===== config.mk =====
export PLATFORM = sky130hd
export DESIGN_NAME = usf_top
export DESIGN_NICKNAME = d
export VERILOG_FILES = /design/src/logic/usf_top.v
export VERILOG_INCLUDE_DIRS = /design/src /design/src/logic
export SDC_FILE = /design/constraint.sdc
export NUM_CORES = 1
export LEC_CHECK = 0
export BUFFER_PORTS_ARGS = -buffer_cell sky130_fd_sc_hd__buf_4
export CAP_MARGIN = 20
export CELL_PAD_IN_SITES_DETAIL_PLACEMENT = 0
export CELL_PAD_IN_SITES_GLOBAL_PLACEMENT = 1
export CORE_ASPECT_RATIO = 0.7
export CORE_MARGIN = 1.5
export CORE_UTILIZATION = 40
export DETAILED_ROUTE_END_ITERATION = 8
export PLACE_DENSITY_LB_ADDON = 0.1
export SYNTH_ARGS = -nofsm -noshare
export SYNTH_HDL_FRONTEND = slang
export SYNTH_SLANG_ARGS = --single-unit

===== constraint.sdc =====
create_clock -name clk -period 2.8 [get_ports clk]
set_input_delay 0.42 -clock clk [delete_from_list [all_inputs] [get_ports clk]]
set_output_delay 0.42 -clock clk [all_outputs]
set_load 0.03 [all_outputs]

===== src/logic/usf_defs.vh =====
`ifndef USF_DEFS_VH
`define USF_DEFS_VH
// register offsets
`define USF_ADDR_STATUS 4'h0
`define USF_ADDR_CTRL 4'h1
`define USF_ADDR_RXBUF 4'h2
`define USF_ADDR_TXBUF 4'h3
`define USF_ADDR_IRQ_STAT 4'h4
`define USF_ADDR_IRQ_MASK 4'h5
// status bit positions
`define USF_BIT_TXE 7
`define USF_BIT_RXF 6
`define USF_BIT_OVR 5
`define USF_BIT_FRM 4
`define USF_BIT_PAR 3
`define USF_BIT_TRANSMIT_FINISHED_FLAG 2
`define USF_BIT_MPR 1
`define USF_BIT_MPT 0
`define USF_STATUS_RESET 8'h84
// control bit positions
`define USF_CTL_RXON 0
`define USF_CTL_TXON 1
`define USF_CTL_SYNC 2
`define USF_CTL_PAREN 3
`define USF_CTL_PODD 4
`define USF_CTL_STOP2 5
`define USF_CTL_MPEN 6
`define USF_CTRL_RESET 8'h00
// bit time in clock cycles
`define USF_BIT_CYCLES 16'h0010
`endif


===== src/logic/usf_top.v =====
// Functional notes
// - Stop bit sampled 0 at end of async reception sets framing fault flag.
// - Framing flag clears only by writing 0 after reading 1; resets to 0.
// - Clearing receiver enable leaves framing, parity, overrun flags unchanged.
// - With two stop bits only the first is checked.
// - Framing error: character still stored, buffer-full not raised.
// - Framing flag set halts reception; sync mode halts transmit as well.
// - After overrun buffer keeps old character; new one discarded.
// - Overrun flag set halts reception; sync mode halts transmit too.
// - Async with parity: mismatch against odd/even select sets parity flag.
// - Parity flag clears by writing 0 after reading 1; resets to 0.
// - Parity error: character stored without buffer-full; reception stops.
// - Transmit-finished clears on buffer-empty clear or transmit buffer write.
// - Transmit-finished sets on tx disable or empty at last bit; resets 1.
// - Transmit-finished is read-only.
// - Received multiproc bit captured per character except on overrun, read-only, kept on rx off.
// - Async multiproc transmit appends the written transmit multiproc bit.
// - Transmit multiproc bit ignored in sync, mp off, or idle.
// - Overrun, framing, parity flags clear only by 0 write after reading 1; writing 1 ignored.
`timescale 1ns/1ps
`include "usf_defs.vh"
module usf_top #(
  parameter BIT_CYCLES = `USF_BIT_CYCLES
) (
  // clock and reset
  input wire clk,
  input wire rst,
  // register port
  input wire [3:0] addr,
  input wire [7:0] wdata,
  input wire wr,
  input wire rd,
  output reg [7:0] rdata,
  // serial line and interrupt
  input wire rx_pin,
  output reg tx_pin,
  output reg irq
);

////////////////////////////////////////////////////////////////////////
reg rx_s1_q;
reg rx_s2_q;
always @(posedge clk) begin
  if (rst) begin
    rx_s1_q <= 1'b1;
    rx_s2_q <= 1'b1;
  end else begin
    rx_s1_q <= rx_pin;
    rx_s2_q <= rx_s1_q;
  end
end

reg [7:0] ctrl_q;
reg [7:0] rxbuf_q;
reg [7:0] txbuf_q;
reg txe_q;
reg rxf_q;
reg ovr_q;
reg frm_q;
reg par_q;
reg transmit_finished_flag_q;
reg mpr_q;
reg mpt_q;
reg [7:0] armed_q;
reg [7:0] ist_q;
reg [7:0] imask_q;
wire rx_on = ctrl_q[`USF_CTL_RXON];
wire tx_on = ctrl_q[`USF_CTL_TXON];
wire sync_m = ctrl_q[`USF_CTL_SYNC];
wire mp_on = ctrl_q[`USF_CTL_MPEN] & ~sync_m;
wire err_stop = frm_q | par_q | ovr_q;
wire rx_allowed = rx_on & ~err_stop;
wire tx_allowed = tx_on & ~(sync_m & (frm_q | ovr_q));
wire [7:0] status = {txe_q, rxf_q, ovr_q, frm_q, par_q, transmit_finished_flag_q, mpr_q, mpt_q};

// strobe aimed at one register index
function hit;
  input strobe;
  input [3:0] a;
  input [3:0] target;
  begin
    hit = strobe & (a == target);
  end
endfunction

function clr_ok;
  input [7:0] w;
  input [7:0] arm;
  input integer b;
  begin
    clr_ok = ~w[b] & arm[b];
  end
endfunction

wire wr_st = hit(wr, addr, `USF_ADDR_STATUS);
wire rd_st = hit(rd, addr, `USF_ADDR_STATUS);
wire wr_tx = hit(wr, addr, `USF_ADDR_TXBUF);
wire rd_rx = hit(rd, addr, `USF_ADDR_RXBUF);
wire wr_ctl = hit(wr, addr, `USF_ADDR_CTRL);
wire wr_msk = hit(wr, addr, `USF_ADDR_IRQ_MASK);
wire rd_ist = hit(rd, addr, `USF_ADDR_IRQ_STAT);

////////////////////////////////////////////////////////////////////////
// receiver: start, 8 data, optional parity, optional mp bit, stop
localparam RS_IDLE = 5'b00001;
localparam RS_START = 5'b00010;
localparam RS_BITS = 5'b00100;
localparam RS_STOP = 5'b01000;
localparam RS_SKIP = 5'b10000;
reg [4:0] rs_q;
reg [15:0] rcnt_q;
reg [3:0] ridx_q;
reg [9:0] rsh_q;
reg r_done;
reg r_frm, r_par;
wire [3:0] rx_nbits = 4'd8 + {3'd0, ctrl_q[`USF_CTL_PAREN]} + {3'd0, mp_on};
wire rx_mid = (rcnt_q == (BIT_CYCLES[15:0] >> 1));
// runs past the second stop, so a low level there never looks like a start
wire [15:0] skip_last = BIT_CYCLES[15:0] + (BIT_CYCLES[15:0] >> 1) - 16'h0001;

always @(posedge clk) begin
  if (rst) begin
    rs_q <= RS_IDLE;
    rcnt_q <= 16'h0000;
    ridx_q <= 4'h0;
    rsh_q <= 10'h000;
  end else begin
    case (rs_q)
      RS_IDLE: begin
        rcnt_q <= 16'h0000;
        ridx_q <= 4'h0;
        if (rx_allowed && !sync_m && !rx_s2_q)
          rs_q <= RS_START;
      end
      RS_START: begin
        rcnt_q <= rcnt_q + 16'h0001;
        if (rx_mid) begin
          rcnt_q <= 16'h0000;
          rs_q <= rx_s2_q ? RS_IDLE : RS_BITS;
        end
      end
      RS_BITS: begin
        rcnt_q <= rcnt_q + 16'h0001;
        if (rcnt_q == BIT_CYCLES[15:0] - 16'h0001) begin
          rcnt_q <= 16'h0000;
          rsh_q[ridx_q] <= rx_s2_q;
          ridx_q <= ridx_q + 4'h1;
          if (ridx_q == rx_nbits - 4'h1)
            rs_q <= RS_STOP;
        end
      end
      RS_STOP: begin
        rcnt_q <= rcnt_q + 16'h0001;
        if (rcnt_q == BIT_CYCLES[15:0] - 16'h0001) begin
          rcnt_q <= 16'h0000;
          // second stop bit is waited out but never checked
          rs_q <= ctrl_q[`USF_CTL_STOP2] ? RS_SKIP : RS_IDLE;
        end
      end

      RS_SKIP: begin
        rcnt_q <= rcnt_q + 16'h0001;
        if (rcnt_q == skip_last)
          rs_q <= RS_IDLE;
      end

      default: rs_q <= RS_IDLE;
    endcase
  end
end

always @* begin
  r_done = (rs_q == RS_STOP) && (rcnt_q == BIT_CYCLES[15:0] - 16'h0001);
  r_frm = r_done && !rx_s2_q;
  r_par = r_done && ctrl_q[`USF_CTL_PAREN] &&
    ((^rsh_q[8:0]) != ctrl_q[`USF_CTL_PODD]);
end
wire r_bad = r_frm | r_par;
wire r_ovr = r_done & ~r_bad & rxf_q;
wire r_good = r_done & ~r_bad & ~rxf_q;
wire r_mp = ctrl_q[`USF_CTL_PAREN] ? rsh_q[9] : rsh_q[8];

////////////////////////////////////////////////////////////////////////
// transmitter
localparam TS_IDLE = 3'b001;
localparam TS_LOAD = 3'b010;
localparam TS_SHIFT = 3'b100;
reg [2:0] ts_q;
reg [15:0] tcnt_q;
reg [3:0] tidx_q;
reg [11:0] tsh_q;
reg [3:0] tlen_q;
wire t_par = ^txbuf_q ^ ctrl_q[`USF_CTL_PODD];
wire t_last = (ts_q == TS_SHIFT) && (tidx_q == tlen_q) &&
  (tcnt_q == BIT_CYCLES[15:0] - 16'h0001);
reg [11:0] t_frame;
reg [3:0] t_len;
always @* begin
  t_frame = {4'hf, txbuf_q};
  t_len = 4'd9;
  if (ctrl_q[`USF_CTL_PAREN]) begin
    t_frame[8] = t_par;
    t_len = t_len + 4'd1;
  end
  if (mp_on) begin
    t_frame[t_len - 4'd1] = mpt_q;
    t_len = t_len + 4'd1;
  end
  t_len = t_len + {3'd0, ctrl_q[`USF_CTL_STOP2]};
end

always @(posedge clk) begin
  if (rst) begin
    ts_q <= TS_IDLE;
    tcnt_q <= 16'h0000;
    tidx_q <= 4'h0;
    tsh_q <= 12'hfff;
    tlen_q <= 4'h0;
    tx_pin <= 1'b1;
  end else begin
    case (ts_q)
      TS_IDLE: begin
        tx_pin <= 1'b1;
        if (tx_allowed && !txe_q)
          ts_q <= TS_LOAD;
      end
      TS_LOAD: begin
        tsh_q <= t_frame;
        tlen_q <= t_len;
        tidx_q <= 4'h0;
        tcnt_q <= 16'h0000;
        tx_pin <= 1'b0;
        ts_q <= TS_SHIFT;
      end
      TS_SHIFT: begin
        tcnt_q <= tcnt_q + 16'h0001;
        if (tcnt_q == BIT_CYCLES[15:0] - 16'h0001) begin
          tcnt_q <= 16'h0000;
          tidx_q <= tidx_q + 4'h1;
          tx_pin <= tsh_q[tidx_q];
          if (t_last) begin
            tx_pin <= 1'b1;
            ts_q <= (tx_allowed && !txe_q) ? TS_LOAD : TS_IDLE;
          end
        end
        if (!tx_on)
          ts_q <= TS_IDLE;
      end
      default: ts_q <= TS_IDLE;
    endcase
  end
end
wire t_take = (ts_q == TS_LOAD);

////////////////////////////////////////////////////////////////////////
// registers; hardware set wins over software clear
wire clr_txe = wr_st & clr_ok(wdata, armed_q, `USF_BIT_TXE);
wire clr_rxf = wr_st & clr_ok(wdata, armed_q, `USF_BIT_RXF);
wire clr_ovr = wr_st & clr_ok(wdata, armed_q, `USF_BIT_OVR);
wire clr_frm = wr_st & clr_ok(wdata, armed_q, `USF_BIT_FRM);
wire clr_par = wr_st & clr_ok(wdata, armed_q, `USF_BIT_PAR);
wire transmit_finished_flag_set = ~tx_on | (t_last & txe_q);

// events that latch into the interrupt status, same layout as status
wire [7:0] ist_set = {
  t_take,
  r_good,
  r_ovr,
  r_frm,
  r_par,
  t_last & txe_q,
  1'b0,
  1'b0
};

reg [7:0] rd_mux;
always @* begin
  rd_mux = 8'h00;
  if (rd) begin
    case (addr)
      `USF_ADDR_STATUS: rd_mux = status;
      `USF_ADDR_CTRL: rd_mux = ctrl_q;
      `USF_ADDR_RXBUF: rd_mux = rxbuf_q;
      `USF_ADDR_TXBUF: rd_mux = txbuf_q;
      `USF_ADDR_IRQ_STAT: rd_mux = ist_q;
      `USF_ADDR_IRQ_MASK: rd_mux = imask_q;
      default: rd_mux = 8'h00;
    endcase
  end
end

// outputs: read data one cycle after the strobe, irq one cycle behind the masked interrupt status
always @(posedge clk) begin
  if (rst) begin
    rdata <= 8'h00;
    irq <= 1'b0;
  end else begin
    rdata <= rd_mux;
    irq <= |(ist_q & imask_q);
  end
end

always @(posedge clk) begin
  if (rst) begin
    ctrl_q <= `USF_CTRL_RESET;
    rxbuf_q <= 8'h00;
    txbuf_q <= 8'h00;
    {txe_q, rxf_q, ovr_q, frm_q, par_q, transmit_finished_flag_q, mpr_q, mpt_q} <= `USF_STATUS_RESET;
    armed_q <= 8'h00;
    ist_q <= 8'h00;
    imask_q <= 8'h00;
  end else begin
    if (wr_ctl)
      ctrl_q <= wdata;
    if (wr_msk)
      imask_q <= wdata;
    if (wr_tx)
      txbuf_q <= wdata;
    if (wr_st)
      mpt_q <= wdata[`USF_BIT_MPT];
    // a read arms the 1-bits seen; a status write disarms unless a status read is in the same cycle
    if (rd_st)
      armed_q <= status;
    else if (wr_st)
      armed_q <= 8'h00;

    // tx buffer empty
    if (clr_txe || wr_tx)
      txe_q <= 1'b0;
    if (t_take || !tx_on)
      txe_q <= 1'b1;

    // transmit finished, no software write path
    if (clr_txe || wr_tx)
      transmit_finished_flag_q <= 1'b0;
    if (transmit_finished_flag_set)
      transmit_finished_flag_q <= 1'b1;

    // receive side; rx off never touches error flags
    if (clr_rxf || rd_rx)
      rxf_q <= 1'b0;
    if (clr_ovr)
      ovr_q <= 1'b0;
    if (clr_frm)
      frm_q <= 1'b0;
    if (clr_par)
      par_q <= 1'b0;

    if (r_frm)
      frm_q <= 1'b1;
    if (r_par)
      par_q <= 1'b1;
    if (r_ovr)
      ovr_q <= 1'b1;
    if (r_bad)
      rxbuf_q <= rsh_q[7:0];
    if (r_good) begin
      rxbuf_q <= rsh_q[7:0];
      rxf_q <= 1'b1;
    end
    if (r_done && !r_ovr && mp_on)
      mpr_q <= r_mp;

    // interrupt status, cleared by reading it; an event in that cycle still lands
    ist_q <= (rd_ist ? 8'h00 : ist_q) | ist_set;
  end
end

endmodule


==> results of run 1 <==
==> critical path, delay by kind of cell, from the launching register on <==
family / cells / cell delay (ns)
simple gates: 3 / 1.29
buf+inv: 1 / 0.12
compound gates: 2 / 0.43
flops: 1 / 0.45
==> state kept, by name, summed over array words and instances, names as in the netlist, 3 cells and up <==
register,cells
rcnt_q,16
tcnt_q,16
rsh_q,10
tsh_q,10
ctrl_q,8
imask_q,8
rdata,8
rxbuf_q,8
txbuf_q,8
ist_q,6
armed_q,5
rs_q,5
ridx_q,4
tidx_q,4
tlen_q,4
ts_q,3
==> cell type report <==
class / instances / area share
Multi-Input combinational cell: 597 / 0.4802
Timing Repair Buffer: 40 / 0.04149
Inverter: 20 / 0.009959
Clock inverter: 10 / 0.01411
Clock buffer: 20 / 0.05925
Sequential cell: 135 / 0.3585
Tap cell: 220 / 0.03651
==> where the power goes <==
group	internal (W)	switching [W]	total, W
sequential	0.00193	0.0000179	0.00195
clock	0.00131	0.000837	0.00215
combinational	0.0000908	0.000169	0.000260
==> stage by stage <==
step / setup WS (ns) / cell area, um2 / hold slack [ns] / instances
floorplan: 0.5229 / 6564 / 0.3895 / 795
global placement: 0.5593 / 6985 / 0.4002 / 1012
detailed placement: 0.4663 / 6985 / 0.3944 / 1012
CTS: 0.4527 / 7538 / 0.1785 / 1042
global route: 0.2646 / 7538 / 0.1815 / 1042
finish: 0.4303 / 7538 / 0.1846 / 1042
==> metal layers <==
| layer | wire length (um) | vias up | share of wire | track usage |
|---|---|---|---|---|
| met5 | 0 | - | 0 | 0 |
| met4 | 214 | 0 | 0.012 | 0.07415 |
| met3 | 1164 | 17 | 0.066 | 0.05590 |
| met2 | 7268 | 145 | 0.41 | 0.3019 |
| met1 | 8981 | 2773 | 0.51 | 0.3123 |
| li1 | - | 2887 | - | - |
==> worst paths after layout <==
kind | startpoint | end | slack (ns) | depth (start not counted)
max | rs_q[0] | rcnt_q[12] | 0.43 | 6
min | rx_pin | rx_s1_q | 0.18 | 2
max reg2reg | rs_q[0] | rcnt_q[12] | 0.43 | 6
min reg2reg | rx_s1_q | rx_s2_q | 0.41 | 1
==> cells by family (layout without fill, tap and decap cells) <==
logic type	Yosys count	in the layout	share of synthesized area
adders and majority gates	12	12	0.02287
xor gates and xnor gates	33	33	0.04613
AOI/OAI and AO/OA	182	182	0.1725
and+or+nand+nor	335	335	0.2528
DFF	135	135	0.4117
muxes	35	35	0.05642
buffers and inverters	63	90	0.03755
==> cell usage in the layout (no fill, tap or decap), types with 4 or more instances in the layout <==
master     Yosys  layout
nand3_1       66      66
xnor2_1       18      18
buf_4          0      39
ha_1          12      12
nand2b_1       7       7
nand4_1       11      11
a22o_1         6       6
or2_2          4       4
and3_1         8       8
clkinv_2       0       6
nand2_1       94      94
nor2_1        83      83
a21oi_1       84      84
mux2i_1       28      28
xor2_1        14      14
a211oi_1       9       9
a22oi_1       12      12
nor4_1         8       8
a41oi_1        6       6
a222oi_1       7       7
nor3_1        18      18
inv_1         20      20
a31oi_1        8       8
nor2b_1        7       7
dfxtp_1      135     135
mux2_2         6       6
o21ai_0       32      32
clkbuf_16      0      17
a211o_1        4       4
a311oi_1       5       5
==> impl_metrics.yaml, run 1 <==
worst_setup_path:
  cpPeakStageDelay_ns: 0.88
  cp.required_ns: 3.15
  crit_fanout: 16
  end_kind: "register"
  crit_arrival_ns: 2.71
  crit_path_start_kind: "register"
  critPathKind: "register to register"
  cpMaxStageDelayCell: "nor2_1"
  crit_chain: "nor3_1 > nand3_1 > inv_1 > nor2_1 > o21ai_0 > a21oi_1"
worst_hold_path:
  hold_class: "input pin to register"
clock_network:
  cts.sink_count: 135
  post_cts_resize_count: 0
  clk_latency_ns: 0.42
  cts_buffers: 17
  cts_root_buffer: "clkbuf_16"
  clk_path_buf_depth: 2
  cts_hold_buf: 0
  clkTransAtPathRegs_ns: 0.06
  cts_tree: "built"
  post_cts_buffers: 0
  htree_levels: 4
power:
  ir_drop_mv: 0.3978
  p_total_w: 0.004362
  p_leak_nw: 2.661
  p_per_area_nw_per_um2: 578.6
drt:
  final_antenna_net_count: 0
  drt_iter0_markers: 460
  wl_mm: 17.63
  post_drt_wl_per_cell_um: 16.92
  drt_pre_antenna_iters: 5
  avgViaCountPerCell: 5.587
  vias: 5822
  drc: 0
placement:
  place_hpwl_mm: 12.29
  port_buffers: 26
  gp_congestion: 0.8310
sta:
  final-setup-viol-count: 0
  worst_pin_slew_ns: 1.124
  max_freq_mhz: 422.0
  finalClockSkew_ns: 0.01077
  grt_setup_unrepaired: "no"
  relSlewSlack: 0.2481
  min_period_ns: 2.370
  finalCritPeriodShare: 0.8463
  finalHoldViolCount: 0
  slew_violations: 0
  fin_tns_setup_ns: 0
final_layout:
  syn_to_final_growth_pct: 14.85
  fin_util: 0.4776
  fill_cells: 1584
  nets: 840
  drive_gt1_frac: 0.1083
  n_antenna_cell: 0
  regArea_um2: 2703
  multi_input_area_um2: 3620
floorplanning:
  ios: 27
  core_um2: 15790
  placement_rows: 38
  dieArea_um2: 17200
  fp.dieH_um: 110.2
  die_width_um: 156.1
  start_util: 0.4158
logic_synthesis:
  synthTopCellsByArea: "dfxtp_1, a21oi_1, nand2_1"
  ys_seq_area_frac: 0.4117
  yosysTopAreaCellShare: 0.4117
  synthesis.area_um2: 6564
  yosys_register_bits: 135
  synthArstFlopShare: 0
  syn_avg_cell_area_um2: 8.256
  synth_warnings: 0
  yosys.cell_count.top_type: "dfxtp_1"
  synth_nets: 824
  synth_common_cells: "dfxtp_1, nand2_1, a21oi_1, nor2_1, nand3_1"
  netlist_instances: 795
  synth_edf_count: 0
  yosys.area.top_type: "dfxtp_1"
  synth_cell_types: 55
  ys.flop_type: "dfxtp_1"
global_routing:
  grt_pass1_wl_mm: 28.35
  antenna_found_initial: 0
  first_global_vias: 5287
  grt_start_max_net_pins: 79
  grt_usage: 0.2141
  overflow: 0
outcome:
  status: "completed"
job:
  drv_cap: 0
No activity file was read; power rests on OpenSTA's default activity.
==> inputs of run 2 (changes only) <==
==> constraint.sdc (replaced) <==
create_clock -name clk -period 2.2 [get_ports clk]
set_input_delay 0.33 -clock clk [delete_from_list [all_inputs] [get_ports clk]]
set_output_delay 0.33 -clock clk [all_outputs]
set_load 0.03 [all_outputs]
==> run 2 against run 1 <==
Sequential power increased by 27%. Core utilization grew 2.5 points. Design area grew 5.2%. Routed wire length up 1.8%. Sequential share of layout area is 1.8 points lower. Critical endpoint is now rs_q[3]. Power increased by 34%. Global-route usage rose by 0.35 points. Critical path type unchanged. Combinational power up 41%.
==> impl_metrics.yaml, run 2 (synthesized netlist as in run 1, its figures left out) <==
global_routing:
  overflow: 0
  antenna_found_initial: 0
  grt_start_max_net_pins: 52
  grt_usage: 0.2176
  first_global_vias: 5562
  grt_pass1_wl_mm: 28.97
outcome:
  status: "completed"
job:
  drv_cap: 0
power:
  p_sw_w: 0.001398
  power_frac_clock: 0.512
  p_per_area_nw_per_um2: 734.7
  p_sw_frac: 0.2399
  intPower_w: 0.004428
  pwr-share-seq: 0.426
  comb_power_share: 0.063
  p_leak_nw: 2.849
  ir_drop_mv: 0.4411
drt:
  avgViaCountPerCell: 5.560
  vias: 5983
  drt_pre_antenna_iters: 6
  drc: 0
  final_antenna_net_count: 0
  drt_iter0_markers: 413
  post_drt_wl_per_cell_um: 16.69
  wl_mm: 17.95
placement:
  gp_congestion: 0.8307
  place_hpwl_mm: 12.52
  dp_cells: 1041
  port_buffers: 26
worst_setup_path:
  critPathKind: "register to register"
  crit_fanout: 5
  crit_arrival_ns: 2.40
  cp.required_ns: 2.50
  crit_path_start_kind: "register"
  end_kind: "register"
clock_network:
  clkTransAtPathRegs_ns: 0.06
  clk_latency_ns: 0.42
  clk_path_buf_depth: 2
  cts_buffers: 17
  cts_hold_buf: 0
  cts_tree: "built"
  htree_levels: 4
  cts_root_buffer: "clkbuf_16"
  cts.sink_count: 135
final_layout:
  final_common_cell: "dfxtp_1"
  n_antenna_cell: 0
  syn_to_final_growth_pct: 20.82
  final_cell_mix: "dfxtp_1, nand2_1, a21oi_1"
  drive_gt1_frac: 0.1612
  layout.cells.non_filler: 1076
  top_regs: "rcnt_q x16, tcnt_q x16"
  nets: 872
sta:
  worst_pin_slew_ns: 0.7078
  finalCritPeriodShare: 0.9563
  min_period_ns: 2.104
  finalClockSkew_ns: 0.008673
  whs_ns: 0.1035
  finalHoldViolCount: 0
  final-setup-viol-count: 0
  max_freq_mhz: 475.3
  slew_violations: 0
  relSlewSlack: 0.5231
floorplanning:
  die_width_um: 156.1
  core_um2: 15790
  placement_rows: 38
  ios: 27
  fp.dieH_um: 110.2
  start_util: 0.4158
  dieArea_um2: 17200
worst_hold_path:
  hold_class: "input pin to register"
==> run 2: worst paths after layout <==
path / to / slack, ns / cells after the start / from
worst max-delay path: rs_q[3] / 0.1 / 10 / ctrl_q[2]
worst min-delay path: rx_s1_q / 0.10 / 2 / rx_pin
worst max register to register: rs_q[3] / 0.1 / 10 / ctrl_q[2]
worst min register to register: rx_s2_q / 0.42 / 1 / rx_s1_q
==> run 2: metrics by stage <==
stage / TNS (ns) / worst slack, ns / cell area, um2 / total power (W) / utilization
after floorplan: 0 / 0.05337 / 6565 / 0.002754 / -
after global placement: -0.1099 / -0.04173 / 7203 / 0.002860 / 0.4563
after detailed placement: -0.5689 / -0.1678 / 7203 / 0.002866 / 0.4563
after CTS: 0 / 0.002786 / 7825 / 0.005837 / 0.4957
after global routing: -0.01093 / -0.01093 / 7930 / 0.006005 / 0.5024
final: 0 / 0.09606 / 7930 / 0.005826 / 0.5024
==> run 2: layout make-up <==
type | instances | area, um2
timing repair buffer | 72 | 553.0
multi-input combinational | 597 | 3706
fill | 1512 | 7855
clock inverter | 13 | 173.9
tap | 220 | 275.3
sequential | 135 | 2704
inverter | 20 | 75.07
clock buffer | 19 | 442.9
==> run 2: worst max-delay path, cell delays in order, from the launching register on <==
cell	delay (ns)
dfxtp_1	0.32
inv_2	0.06
nand2_2	0.06
ha_4	0.17
or4b_4	0.48
a21oi_2	0.14
nor2_2	0.06
nor4b_4	0.24
buf_4	0.18
mux2i_1	0.22
nor2_1	0.06
==> run 2: routing by layer <==
layer  share of wire  GRT usage  wire length, um  vias up
li1                -          -                -     2955
met1            0.51     0.3127             9086     2875
met2            0.43     0.3260             7741      142
met3           0.054    0.04965              977       11
met4          0.0083    0.05986              149        0
met5               0          0                0        -
==> run 2: power by group through the flow <==
stage / Combinational [W] / Clock [W] / Sequential, W
finish: 0.000367 / 0.00298 / 0.00248
global route: 0.000398 / 0.00313 / 0.00248
CTS: 0.000338 / 0.00302 / 0.00248
detailed placement: 0.000334 / 0 / 0.00253
global placement: 0.000328 / 0 / 0.00253
floorplan: 0.000230 / 0 / 0.00252
==> run 2: repair_timing <==
action                                  in CTS  in global routing
gates resized for setup                      1                 18
buffers inserted                             0                  2
endpoints found under the setup margin       7                 32
pin swaps                                    0                  5
